<file path="src/sink_video_pkg.sv">
package sink_video_pkg;

	// Pixel and beat geometry
	localparam int          PIX_PER_BEAT   = 4;
	localparam int          COMP_W         = 16;
	localparam int          PIX_W          = 48;
	localparam int          BEAT_W         = 192;
	localparam int          NUM_STREAMS    = 4;
	localparam int          BUF_DEPTH      = 2;

	// Native pixel field positions (MSB-aligned components)
	localparam int          NAT_HI_LSB     = 32;
	localparam int          NAT_MID_LSB    = 16;
	localparam int          NAT_LO_LSB     = 0;

	// Stream slot positions inside a pixel
	localparam int          SLOT1_LSB      = 0;
	localparam int          SLOT2_LSB      = 16;
	localparam int          SLOT3_LSB      = 32;

	// Colour formats
	localparam logic [1:0]  FMT_RGB        = 2'h0;
	localparam logic [1:0]  FMT_YCC444     = 2'h1;
	localparam logic [1:0]  FMT_YCC422     = 2'h2;
	localparam logic [1:0]  FMT_YONLY      = 2'h3;

	// Bits per component codes
	localparam logic [2:0]  BPC_6          = 3'h0;
	localparam logic [2:0]  BPC_8          = 3'h1;
	localparam logic [2:0]  BPC_10         = 3'h2;
	localparam logic [2:0]  BPC_12         = 3'h3;
	localparam logic [2:0]  BPC_16         = 3'h4;
	localparam logic [15:0] MASK_6         = 16'hfc00;
	localparam logic [15:0] MASK_8         = 16'hff00;
	localparam logic [15:0] MASK_10        = 16'hffc0;
	localparam logic [15:0] MASK_12        = 16'hfff0;
	localparam logic [15:0] MASK_16        = 16'hffff;

	// Pixels per beat codes
	localparam logic [1:0]  PPC_1          = 2'h0;
	localparam logic [1:0]  PPC_2          = 2'h1;
	localparam logic [1:0]  PPC_4          = 2'h2;

	// Lane rates and link clock
	localparam logic [1:0]  RATE_1G62      = 2'h0;
	localparam logic [1:0]  RATE_2G7       = 2'h1;
	localparam logic [1:0]  RATE_5G4       = 2'h2;
	localparam logic [1:0]  RATE_8G1       = 2'h3;
	localparam logic [13:0] RATE_1G62_MBPS = 14'h0654;
	localparam logic [13:0] RATE_2G7_MBPS  = 14'h0a8c;
	localparam logic [13:0] RATE_5G4_MBPS  = 14'h1518;
	localparam logic [13:0] RATE_8G1_MBPS  = 14'h1fa4;
	localparam logic [13:0] PHY_WORD_DIV   = 14'h0014;
	localparam int          PHY_DATA_W     = 16;

	// Host clock and auxiliary timing
	localparam int          CLOCK_MHZ      = 25;
	localparam int          HOST_MAX_MHZ   = 135;
	localparam int          AUX_TICK_NS    = 1000;
	localparam int          AUX_TICK_CYC   = (AUX_TICK_NS * CLOCK_MHZ + 999) / 1000;
	localparam logic [7:0]  AUX_TICK_LAST  = 8'(AUX_TICK_CYC - 1);

	// Clock-recovery attribute widths
	localparam int          MN_W           = 24;

	// Sub-block address map
	localparam logic [31:0] SUBSYS_BASE    = 32'h44c0_0000;
	localparam int          SUBSYS_SPAN_W  = 14;
	localparam int          SUB_STEP_LSB   = 12;
	localparam logic [1:0]  SUB_RX_CORE    = 2'h0;
	localparam logic [1:0]  SUB_I2C        = 2'h1;
	localparam logic [1:0]  SUB_PROTECT    = 2'h2;
	localparam logic [1:0]  SUB_TIMER      = 2'h3;

	// General-purpose output bit driving the retimer reset
	localparam int          RETIMER_GPO_BIT = 0;
	localparam int          GPO_W           = 8;

endpackage

</file>
<file path="src/pixel_beat_buffer.sv">
`timescale 1ns/1ps
`default_nettype none
module pixel_beat_buffer #(
	parameter int WIDTH = 8,
	parameter int DEPTH = 2
) (
	input  wire logic             i_clock,
	input  wire logic             i_rst_b,
	input  wire logic             i_flush,
	input  wire logic [WIDTH-1:0] i_in_data,
	input  wire logic             i_in_valid,
	output logic                  o_in_ready,
	output logic      [WIDTH-1:0] o_out_data,
	output logic                  o_out_valid,
	input  wire logic             i_out_ready
);
	localparam int PTR_W = (DEPTH > 1) ? $clog2(DEPTH) : 1;
	localparam int CNT_W = $clog2(DEPTH + 1);
	localparam logic [CNT_W-1:0] CNT_FULL = CNT_W'(DEPTH);
	localparam logic [PTR_W-1:0] PTR_LAST = PTR_W'(DEPTH - 1);

	logic [WIDTH-1:0] mem_reg [DEPTH];
	logic [PTR_W-1:0] wr_ptr_reg;
	logic [PTR_W-1:0] rd_ptr_reg;
	logic [CNT_W-1:0] count_reg;
	logic             push;
	logic             pop;

	assign o_in_ready  = (count_reg != CNT_FULL);
	assign o_out_valid = (count_reg != '0);
	assign o_out_data  = mem_reg[rd_ptr_reg];
	assign push        = i_in_valid && o_in_ready;
	assign pop         = o_out_valid && i_out_ready;

	// Storage words
	always_ff @(posedge i_clock) begin
		if (push) begin
			mem_reg[wr_ptr_reg] <= i_in_data;
		end
	end

	// Pointers and fill level
	always_ff @(posedge i_clock) begin
		if (!i_rst_b || i_flush) begin
			wr_ptr_reg <= '0;
			rd_ptr_reg <= '0;
			count_reg  <= '0;
		end else begin
			if (push) begin
				wr_ptr_reg <= (wr_ptr_reg == PTR_LAST) ? '0 : wr_ptr_reg + 1'b1;
			end
			if (pop) begin
				rd_ptr_reg <= (rd_ptr_reg == PTR_LAST) ? '0 : rd_ptr_reg + 1'b1;
			end
			if (push && !pop) begin
				count_reg <= count_reg + 1'b1;
			end else if (pop && !push) begin
				count_reg <= count_reg - 1'b1;
			end
		end
	end
endmodule
`default_nettype wire

</file>
<file path="src/sink_video_stream_output_map.sv">
// Overview of operation
// - Slots: green/luma, blue/chroma, red; pixel0 lowest
// - 4:2:2 alternates Cr/Cb; slot3 unused
// - Link clock follows lane rate table
// - Link clock equals lane rate over twenty
// - Receive logic runs in link clock domain; here it runs on i_clock, the host clock
// - Present clock ratio values, pulse on change
// - Aux timing from host clock, max 135MHz
// - Host reset returns all registers but the buffer storage words to reset
// - One active-high pipe reset per stream
// - Retimer reset driven from I2C general output
// - Bridge has no software-visible registers
// - Sub-blocks at 4KB steps from base
// - Components MSB-first, unused low bits zero
`timescale 1ns/1ps
`default_nettype none
module sink_video_stream_output_map (
	input  wire logic                                   i_clock,
	input  wire logic                                   i_rst_b,
	input  wire logic [sink_video_pkg::NUM_STREAMS-1:0] i_vid_rst,
	input  wire logic [sink_video_pkg::BEAT_W-1:0]      i_pix_data,
	input  wire logic                                   i_pix_valid,
	output logic                                        o_pix_ready,
	input  wire logic                                   i_pix_sof,
	input  wire logic                                   i_pix_eol,
	input  wire logic [1:0]                             i_format,
	input  wire logic [2:0]                             i_bpc,
	input  wire logic [1:0]                             i_ppc,
	output logic      [sink_video_pkg::BEAT_W-1:0]      o_axis_tdata,
	output logic                                        o_axis_tvalid,
	input  wire logic                                   i_axis_tready,
	output logic                                        o_axis_tuser,
	output logic                                        o_axis_tlast,
	output logic      [sink_video_pkg::PIX_PER_BEAT-1:0] o_axis_chroma_cb,
	input  wire logic [sink_video_pkg::MN_W-1:0]        i_msa_m,
	input  wire logic [sink_video_pkg::MN_W-1:0]        i_msa_n,
	input  wire logic                                   i_msa_valid,
	output logic      [sink_video_pkg::MN_W-1:0]        o_vid_m,
	output logic      [sink_video_pkg::MN_W-1:0]        o_vid_n,
	output logic                                        o_mn_update,
	input  wire logic [1:0]                             i_lane_rate,
	output logic      [13:0]                            o_link_clk_mhz,
	output logic                                        o_aux_tick,
	input  wire logic [sink_video_pkg::GPO_W-1:0]       i_i2c_gpo,
	output logic                                        o_retimer_soft_reset,
	output logic      [sink_video_pkg::NUM_STREAMS-1:0] o_vid_pipe_rst,
	input  wire logic [31:0]                            i_host_addr,
	output logic      [3:0]                             o_sub_sel,
	output logic                                        o_addr_hit
);
	localparam int BUF_W = sink_video_pkg::BEAT_W + sink_video_pkg::PIX_PER_BEAT + 2;

	function automatic logic [15:0] comp_mask(input logic [2:0] bpc);
		logic [15:0] m;
		m = sink_video_pkg::MASK_8;
		unique case (bpc)
			sink_video_pkg::BPC_6:  m = sink_video_pkg::MASK_6;
			sink_video_pkg::BPC_8:  m = sink_video_pkg::MASK_8;
			sink_video_pkg::BPC_10: m = sink_video_pkg::MASK_10;
			sink_video_pkg::BPC_12: m = sink_video_pkg::MASK_12;
			sink_video_pkg::BPC_16: m = sink_video_pkg::MASK_16;
			default:                m = sink_video_pkg::MASK_8;
		endcase
		return m;
	endfunction

	function automatic logic [2:0] pix_count(input logic [1:0] ppc);
		logic [2:0] n;
		n = 3'h4;
		unique case (ppc)
			sink_video_pkg::PPC_1: n = 3'h1;
			sink_video_pkg::PPC_2: n = 3'h2;
			sink_video_pkg::PPC_4: n = 3'h4;
			default:               n = 3'h4;
		endcase
		return n;
	endfunction

	function automatic logic [3:0] sub_decode(input logic [31:0] addr);
		logic [3:0] sel;
		sel = 4'h0;
		if (addr[31:sink_video_pkg::SUBSYS_SPAN_W] ==
		    sink_video_pkg::SUBSYS_BASE[31:sink_video_pkg::SUBSYS_SPAN_W]) begin
			sel[addr[sink_video_pkg::SUBSYS_SPAN_W-1:sink_video_pkg::SUB_STEP_LSB]] = 1'b1;
		end
		return sel;
	endfunction

	function automatic logic [13:0] rate_mbps(input logic [1:0] rate);
		logic [13:0] r;
		r = sink_video_pkg::RATE_1G62_MBPS;
		unique case (rate)
			sink_video_pkg::RATE_1G62: r = sink_video_pkg::RATE_1G62_MBPS;
			sink_video_pkg::RATE_2G7:  r = sink_video_pkg::RATE_2G7_MBPS;
			sink_video_pkg::RATE_5G4:  r = sink_video_pkg::RATE_5G4_MBPS;
			sink_video_pkg::RATE_8G1:  r = sink_video_pkg::RATE_8G1_MBPS;
		endcase
		return r;
	endfunction

	logic                                       pipe_rst;
	logic [15:0]                                mask;
	logic [2:0]                                 npix;
	logic [sink_video_pkg::BEAT_W-1:0]          mapped;
	logic [sink_video_pkg::PIX_PER_BEAT-1:0]    cb_flags;
	logic                                       phase_reg;
	logic [BUF_W-1:0]                           buf_in;
	logic [BUF_W-1:0]                           buf_out;
	logic                                       buf_in_ready;
	logic                                       accept;
	logic [sink_video_pkg::MN_W-1:0]            vid_m_reg;
	logic [sink_video_pkg::MN_W-1:0]            vid_n_reg;
	logic                                       mn_update_reg;
	logic [13:0]                                link_clk_reg;
	logic [7:0]                                 aux_cnt_reg;
	logic                                       aux_tick_reg;
	logic                                       retimer_rst_reg;
	logic [sink_video_pkg::NUM_STREAMS-1:0]     pipe_rst_reg;
	logic [3:0]                                 sub_sel_reg;
	logic                                       addr_hit_reg;

	// The whole pipe runs on i_clock, the host clock that also times the aux tick
	assign pipe_rst    = i_vid_rst[0];
	assign mask        = comp_mask(i_bpc);
	assign npix        = pix_count(i_ppc);
	assign o_pix_ready = buf_in_ready;
	assign accept      = i_pix_valid && buf_in_ready;

	// Per-pixel component placement
	genvar k;
	generate
		for (k = 0; k < sink_video_pkg::PIX_PER_BEAT; k++) begin : g_pix
			logic [15:0] hi;
			logic [15:0] mid;
			logic [15:0] lo;
			logic [15:0] slot1;
			logic [15:0] slot2;
			logic [15:0] slot3;
			logic        used;
			assign hi   = i_pix_data[k*sink_video_pkg::PIX_W+sink_video_pkg::NAT_HI_LSB +: 16];
			assign mid  = i_pix_data[k*sink_video_pkg::PIX_W+sink_video_pkg::NAT_MID_LSB +: 16];
			assign lo   = i_pix_data[k*sink_video_pkg::PIX_W+sink_video_pkg::NAT_LO_LSB +: 16];
			assign used = (3'(k) < npix);
			always_comb begin
				slot1 = 16'h0000;
				slot2 = 16'h0000;
				slot3 = 16'h0000;
				if (used) begin
					unique case (i_format)
						sink_video_pkg::FMT_RGB, sink_video_pkg::FMT_YCC444: begin
							slot1 = mid & mask;
							slot2 = lo & mask;
							slot3 = hi & mask;
						end
						sink_video_pkg::FMT_YCC422: begin
							slot1 = mid & mask;
							slot2 = hi & mask;
						end
						sink_video_pkg::FMT_YONLY: begin
							slot1 = hi & mask;
						end
					endcase
				end
			end
			// Pixel 0 sits in the lowest bits of the beat
			assign mapped[k*sink_video_pkg::PIX_W+sink_video_pkg::SLOT1_LSB +: 16] = slot1;
			assign mapped[k*sink_video_pkg::PIX_W+sink_video_pkg::SLOT2_LSB +: 16] = slot2;
			assign mapped[k*sink_video_pkg::PIX_W+sink_video_pkg::SLOT3_LSB +: 16] = slot3;
			// Chroma kind alternates pixel by pixel
			assign cb_flags[k] = (i_format == sink_video_pkg::FMT_YCC422) && used &&
			                     (phase_reg ^ 1'(k));
		end
	endgenerate

	// Chroma phase carried across beats, restarted each line
	always_ff @(posedge i_clock) begin
		if (!i_rst_b || pipe_rst) begin
			phase_reg <= 1'b0;
		end else if (accept) begin
			if (i_pix_eol || i_pix_sof) begin
				phase_reg <= i_pix_sof && !i_pix_eol && npix[0];
			end else begin
				phase_reg <= phase_reg ^ npix[0];
			end
		end
	end

	assign buf_in = {i_pix_sof, i_pix_eol, cb_flags, mapped};

	// Two-entry buffer absorbs receiver stalls
	pixel_beat_buffer #(
		.WIDTH (BUF_W),
		.DEPTH (sink_video_pkg::BUF_DEPTH)
	) u_beat_buffer (
		.i_clock     (i_clock),
		.i_rst_b     (i_rst_b),
		.i_flush     (pipe_rst),
		.i_in_data   (buf_in),
		.i_in_valid  (i_pix_valid),
		.o_in_ready  (buf_in_ready),
		.o_out_data  (buf_out),
		.o_out_valid (o_axis_tvalid),
		.i_out_ready (i_axis_tready)
	);

	assign o_axis_tdata     = buf_out[sink_video_pkg::BEAT_W-1:0];
	assign o_axis_chroma_cb = buf_out[sink_video_pkg::BEAT_W +: sink_video_pkg::PIX_PER_BEAT];
	assign o_axis_tlast     = buf_out[BUF_W-2];
	assign o_axis_tuser     = buf_out[BUF_W-1];

	// Clock-ratio values and change flag
	always_ff @(posedge i_clock) begin
		if (!i_rst_b) begin
			vid_m_reg     <= '0;
			vid_n_reg     <= '0;
			mn_update_reg <= 1'b0;
		end else begin
			mn_update_reg <= 1'b0;
			if (i_msa_valid && ((i_msa_m != vid_m_reg) || (i_msa_n != vid_n_reg))) begin
				vid_m_reg     <= i_msa_m;
				vid_n_reg     <= i_msa_n;
				mn_update_reg <= 1'b1;
			end
		end
	end

	assign o_vid_m     = vid_m_reg;
	assign o_vid_n     = vid_n_reg;
	assign o_mn_update = mn_update_reg;

	// Expected link clock for the selected lane rate
	always_ff @(posedge i_clock) begin
		if (!i_rst_b) begin
			link_clk_reg <= '0;
		end else begin
			link_clk_reg <= rate_mbps(i_lane_rate) / sink_video_pkg::PHY_WORD_DIV;
		end
	end

	assign o_link_clk_mhz = link_clk_reg;

	// Auxiliary timing tick from the host clock
	always_ff @(posedge i_clock) begin
		if (!i_rst_b) begin
			aux_cnt_reg  <= '0;
			aux_tick_reg <= 1'b0;
		end else if (aux_cnt_reg == sink_video_pkg::AUX_TICK_LAST) begin
			aux_cnt_reg  <= '0;
			aux_tick_reg <= 1'b1;
		end else begin
			aux_cnt_reg  <= aux_cnt_reg + 8'h01;
			aux_tick_reg <= 1'b0;
		end
	end

	assign o_aux_tick = aux_tick_reg;

	// Retimer reset follows the I2C general-purpose output
	always_ff @(posedge i_clock) begin
		if (!i_rst_b) begin
			retimer_rst_reg <= 1'b0;
		end else begin
			retimer_rst_reg <= i_i2c_gpo[sink_video_pkg::RETIMER_GPO_BIT];
		end
	end

	assign o_retimer_soft_reset = retimer_rst_reg;

	// Independent active-high pipe reset for each stream
	genvar s;
	generate
		for (s = 0; s < sink_video_pkg::NUM_STREAMS; s++) begin : g_stream_rst
			always_ff @(posedge i_clock) begin
				if (!i_rst_b) begin
					pipe_rst_reg[s] <= 1'b1;
				end else begin
					pipe_rst_reg[s] <= i_vid_rst[s];
				end
			end
		end
	endgenerate

	assign o_vid_pipe_rst = pipe_rst_reg;

	// Sub-block select; the bridge itself claims no address
	always_ff @(posedge i_clock) begin
		if (!i_rst_b) begin
			sub_sel_reg  <= 4'h0;
			addr_hit_reg <= 1'b0;
		end else begin
			sub_sel_reg  <= sub_decode(i_host_addr);
			addr_hit_reg <= |sub_decode(i_host_addr);
		end
	end

	assign o_sub_sel  = sub_sel_reg;
	assign o_addr_hit = addr_hit_reg;
endmodule
`default_nettype wire

</file>
<file path="config.mk">
export PLATFORM = sky130hd
export DESIGN_NAME = sink_video_stream_output_map
export DESIGN_NICKNAME = d
export VERILOG_FILES = /design/src/sink_video_pkg.sv /design/src/pixel_beat_buffer.sv /design/src/sink_video_stream_output_map.sv
export SDC_FILE = /design/constraint.sdc
export NUM_CORES = 1
export LEC_CHECK = 0
export BUFFER_PORTS_ARGS = -buffer_cell sky130_fd_sc_hd__buf_2
export CAP_MARGIN = 15
export CORE_UTILIZATION = 25
export CTS_BUF_LIST = sky130_fd_sc_hd__clkbuf_8
export DETAILED_ROUTE_END_ITERATION = 16
export GPL_TIMING_DRIVEN = 0
export SYNTH_ARGS = -nofsm -noshare
export SYNTH_HDL_FRONTEND = slang
export SYNTH_SLANG_ARGS = --single-unit
</file>
<file path="constraint.sdc">
create_clock -name i_clock -period 10.7 [get_ports i_clock]
set_clock_uncertainty 0.1 [all_clocks]
set_input_delay 2.14 -clock i_clock [delete_from_list [all_inputs] [get_ports i_clock]]
set_output_delay 2.14 -clock i_clock [all_outputs]
set_load 0.01 [all_outputs]
</file>
==> metrics.md <==
| Metric | Value |
|---|---|
| Max reg flops | 396 |
| Slew Limit Fails | 0 |
| Vias | 16,500 |
| Post-Route WL | 75.8 mm |
| Post-DR wirelength/cell | 21.3 um |
| Top Metal Used | met5 |
| WP data required | 8.46 ns |
| Leak Pwr | 10.9 nW |
| # nets final | 2,659 |
| WP depth | 6 |
| Clock Latency Late Sink | 0.67 ns |
| Reg-to-reg critical path endpoint | o_vid_m[19]$_SDFFE_PN0P_ |
| Gr usage total | 16.8% |
| CP Max Fanout | 10 |
| Core area | 0.0842 mm2 |
| Slowest cell on the critical path | clkbuf_1 |
| Type of origin of the critical path | flop |
| Setup crit end kind | output pin |
| Final Power | 4.50 mW |
| Final setup viols | 0 |
| Critical R2R Launch | o_vid_n[8]$_SDFFE_PN0P_ |
| Worst Setup Path Type | flop to output pin |
| Router iterations before antenna repair | 7 |
| WL met1 | 30.3 mm |
| Vias in the first global route | 16,400 |
| Top cells by area, synth | edfxtp_1, mux2_2, dfxtp_1, nand2_1, a21oi_1 |
| Share of cells above drive strength 1 | 37.0% |
| Buf/Inv on CP | 5 |
| Detailed-route DRC error count | 0 |
| H-tree depth | 3 |
| Synth Area per Inst | 12.7 um2 |
| Post-synth cell types | 41 |
| CTS tree | built |
| Synthesized area | 0.0214 mm2 |
| Outcome | complete, no violations |
| HP Start | aux_cnt_reg[0]$_SDFF_PP0_ |
| Final worst path period share | 53.9% |
| Tmin final | 5.77 ns |
| Resize count post-CTS | 0 |
| Initial Util | 25.4% |
| DP HPWL | 56.6 mm |
| CP top delay family | buffers and inverters |
| Capture point of the critical path | o_axis_tdata[165] |
| Post-synth EDFFs | 396 |
| Die width | 295 um |
| Cell taking the most area after synthesis | edfxtp_1 |
| Die height | 295 um |
| Peak supply drop | 0.0872 mV |
| Slew @ Worst Pin | 1.15 ns |
| Site Rows | 106 |
| RSZ-0062 raised after global routing | false |
| Relative slew slack | 23.2% |
| Reg2reg path depth | 7 |
| Port Buffers | 549 |
| Routed length on met3 | 6.71 mm |
| Max Cap Violations | 0 |
| Clock-pin slew on the worst setup and hold paths | 0.06 ns |
| Placed cell count | 3,391 |
| Most numerous cell in the Yosys netlist | edfxtp_1 |
| Clock buffer count from CTS | 88 |
| # IOs | 574 |
| Top cells by count, synth | edfxtp_1, mux2_2, nand2_1 |
| Cell Count, Final, Fillers Out | 3,558 |
| Yosys warning total | 0 |
| DR vias/cell | 4.64 |
| Clock root buffer | clkbuf_8 |
| Mapped Cells | 1,685 |
| P&R area growth vs syn | 29.2% |
| Top-area cell type share of the netlist area | 55.5% |
| Largest net degree at the start of global routing | 60 |
| Maximum root-to-sink buffer count | 3 |
| Number of synthesized register bits | 479 |
| Critical path, cell by cell | clkbuf_1 > buf_8 > clkbuf_1 > clkbuf_1 > mux2_2 > buf_2 |
| Initial antenna violation count | 9 |
| Max Clk Rate | 173 MHz |
| Critical Path Max Stage Delay | 0.76 ns |
| Sequential area share after synthesis | 63.3% |
| Gpl congestion | 0.836 |
| Power Density | 163 mW/mm2 |
| WP data arrival | 3.53 ns |
| Antenna Nets Post-Route | 0 |
| Final hold vios | 0 |
| Asr flop ratio synth | 0% |
| Register-to-register setup slack | 7.99 ns |
| GR Overflow Total | 0 |
| Detail Route met2 WL | 36.1 mm |
| Post-CTS Setup Inserts | 0 |
| Die ar. | 0.0868 mm2 |
| DR iter-0 viols | 968 |
| Most frequently used flop master after synthesis | edfxtp_1 |
| Worst hold path class | flop to flop |
| CP dominant cell by count | clkbuf_1 |
| First-pass GRT wire length | 106 mm |
| Hold buffer count at cts | 0 |
| CTS Sinks | 479 |
## layout make-up
class / count / area [um2]
fillers: 8622 / 56600
flip-flops and latches: 479 / 13600
multi-input cells: 1071 / 7330
repair buffers: 568 / 3110
well taps: 1134 / 1420
clock buffers: 88 / 1210
plain buffers: 124 / 509
clock inverters: 73 / 459
inverters: 15 / 56.3
diodes: 6 / 15.0
## how the worst min path moves through the flow
stage	to	slack [ns]	cells after the start
global route	aux_cnt_reg[0]$_SDFF_PP0_	0.41	1
finish	aux_cnt_reg[0]$_SDFF_PP0_	0.38	1
floorplan	aux_cnt_reg[0]$_SDFF_PP0_	0.33	1
detailed placement	aux_cnt_reg[0]$_SDFF_PP0_	0.36	1
CTS	aux_cnt_reg[0]$_SDFF_PP0_	0.38	1
global placement	aux_cnt_reg[0]$_SDFF_PP0_	0.35	1
## metal layers
layer	global-route usage (%)	up-vias
met2	27.9	732
met4	6.97	10
li1	-	7603
met5	0	-
met3	5.16	147
met1	20.1	8021
## power by group
group	total (mW)	switching, mW	internal (mW)
logic	0.628	0.376	0.252
clock network	1.68	0.825	0.858
registers	2.19	0.0442	2.15
## stage by stage
stage | util [%] | TNS (ns) | hold slack, ns | setup slack (ns) | area, um2
after CTS | 32.8 | 0 | 0.379 | 4.47 | 27600
after global routing | 32.8 | 0 | 0.410 | 4.45 | 27600
after global placement | 30.4 | -207.80 | 0.350 | -1.06 | 25600
final | 32.8 | 0 | 0.380 | 4.93 | 27700
after floorplan | - | 0 | 0.330 | 2.77 | 21400
after detailed placement | 30.8 | 0 | 0.364 | 4.95 | 26000
## placed cells by master (no fill, tap or decap), types with 56 or more instances in the layout
master | netlist | final
a21oi_1 | 108 | 107
and3_1 | 82 | 81
buf_2 | 0 | 549
clkbuf_1 | 107 | 107
clkbuf_8 | 0 | 88
dfxtp_1 | 83 | 83
edfxtp_1 | 396 | 396
mux2_2 | 198 | 198
nand2_1 | 194 | 194
nor2_1 | 74 | 73
nor2b_1 | 74 | 74
o21ai_0 | 56 | 56
## cells by family after synthesis
| group | after synthesis | share of synthesized area (%) |
|---|---|---|
| AND/OR/NAND/NOR | 522 | 12.1 |
| flip-flops | 479 | 63.3 |
| AO/OA/AOI/OAI | 270 | 8.13 |
| multiplexers | 204 | 10.7 |
| buffers and inverters | 139 | 2.64 |
| XOR/XNOR | 58 | 2.37 |
| adder cells (fa/ha/maj) | 12 | 0.701 |
| other | 1 | 0.0175 |
(Power assumes the default switching activity.)
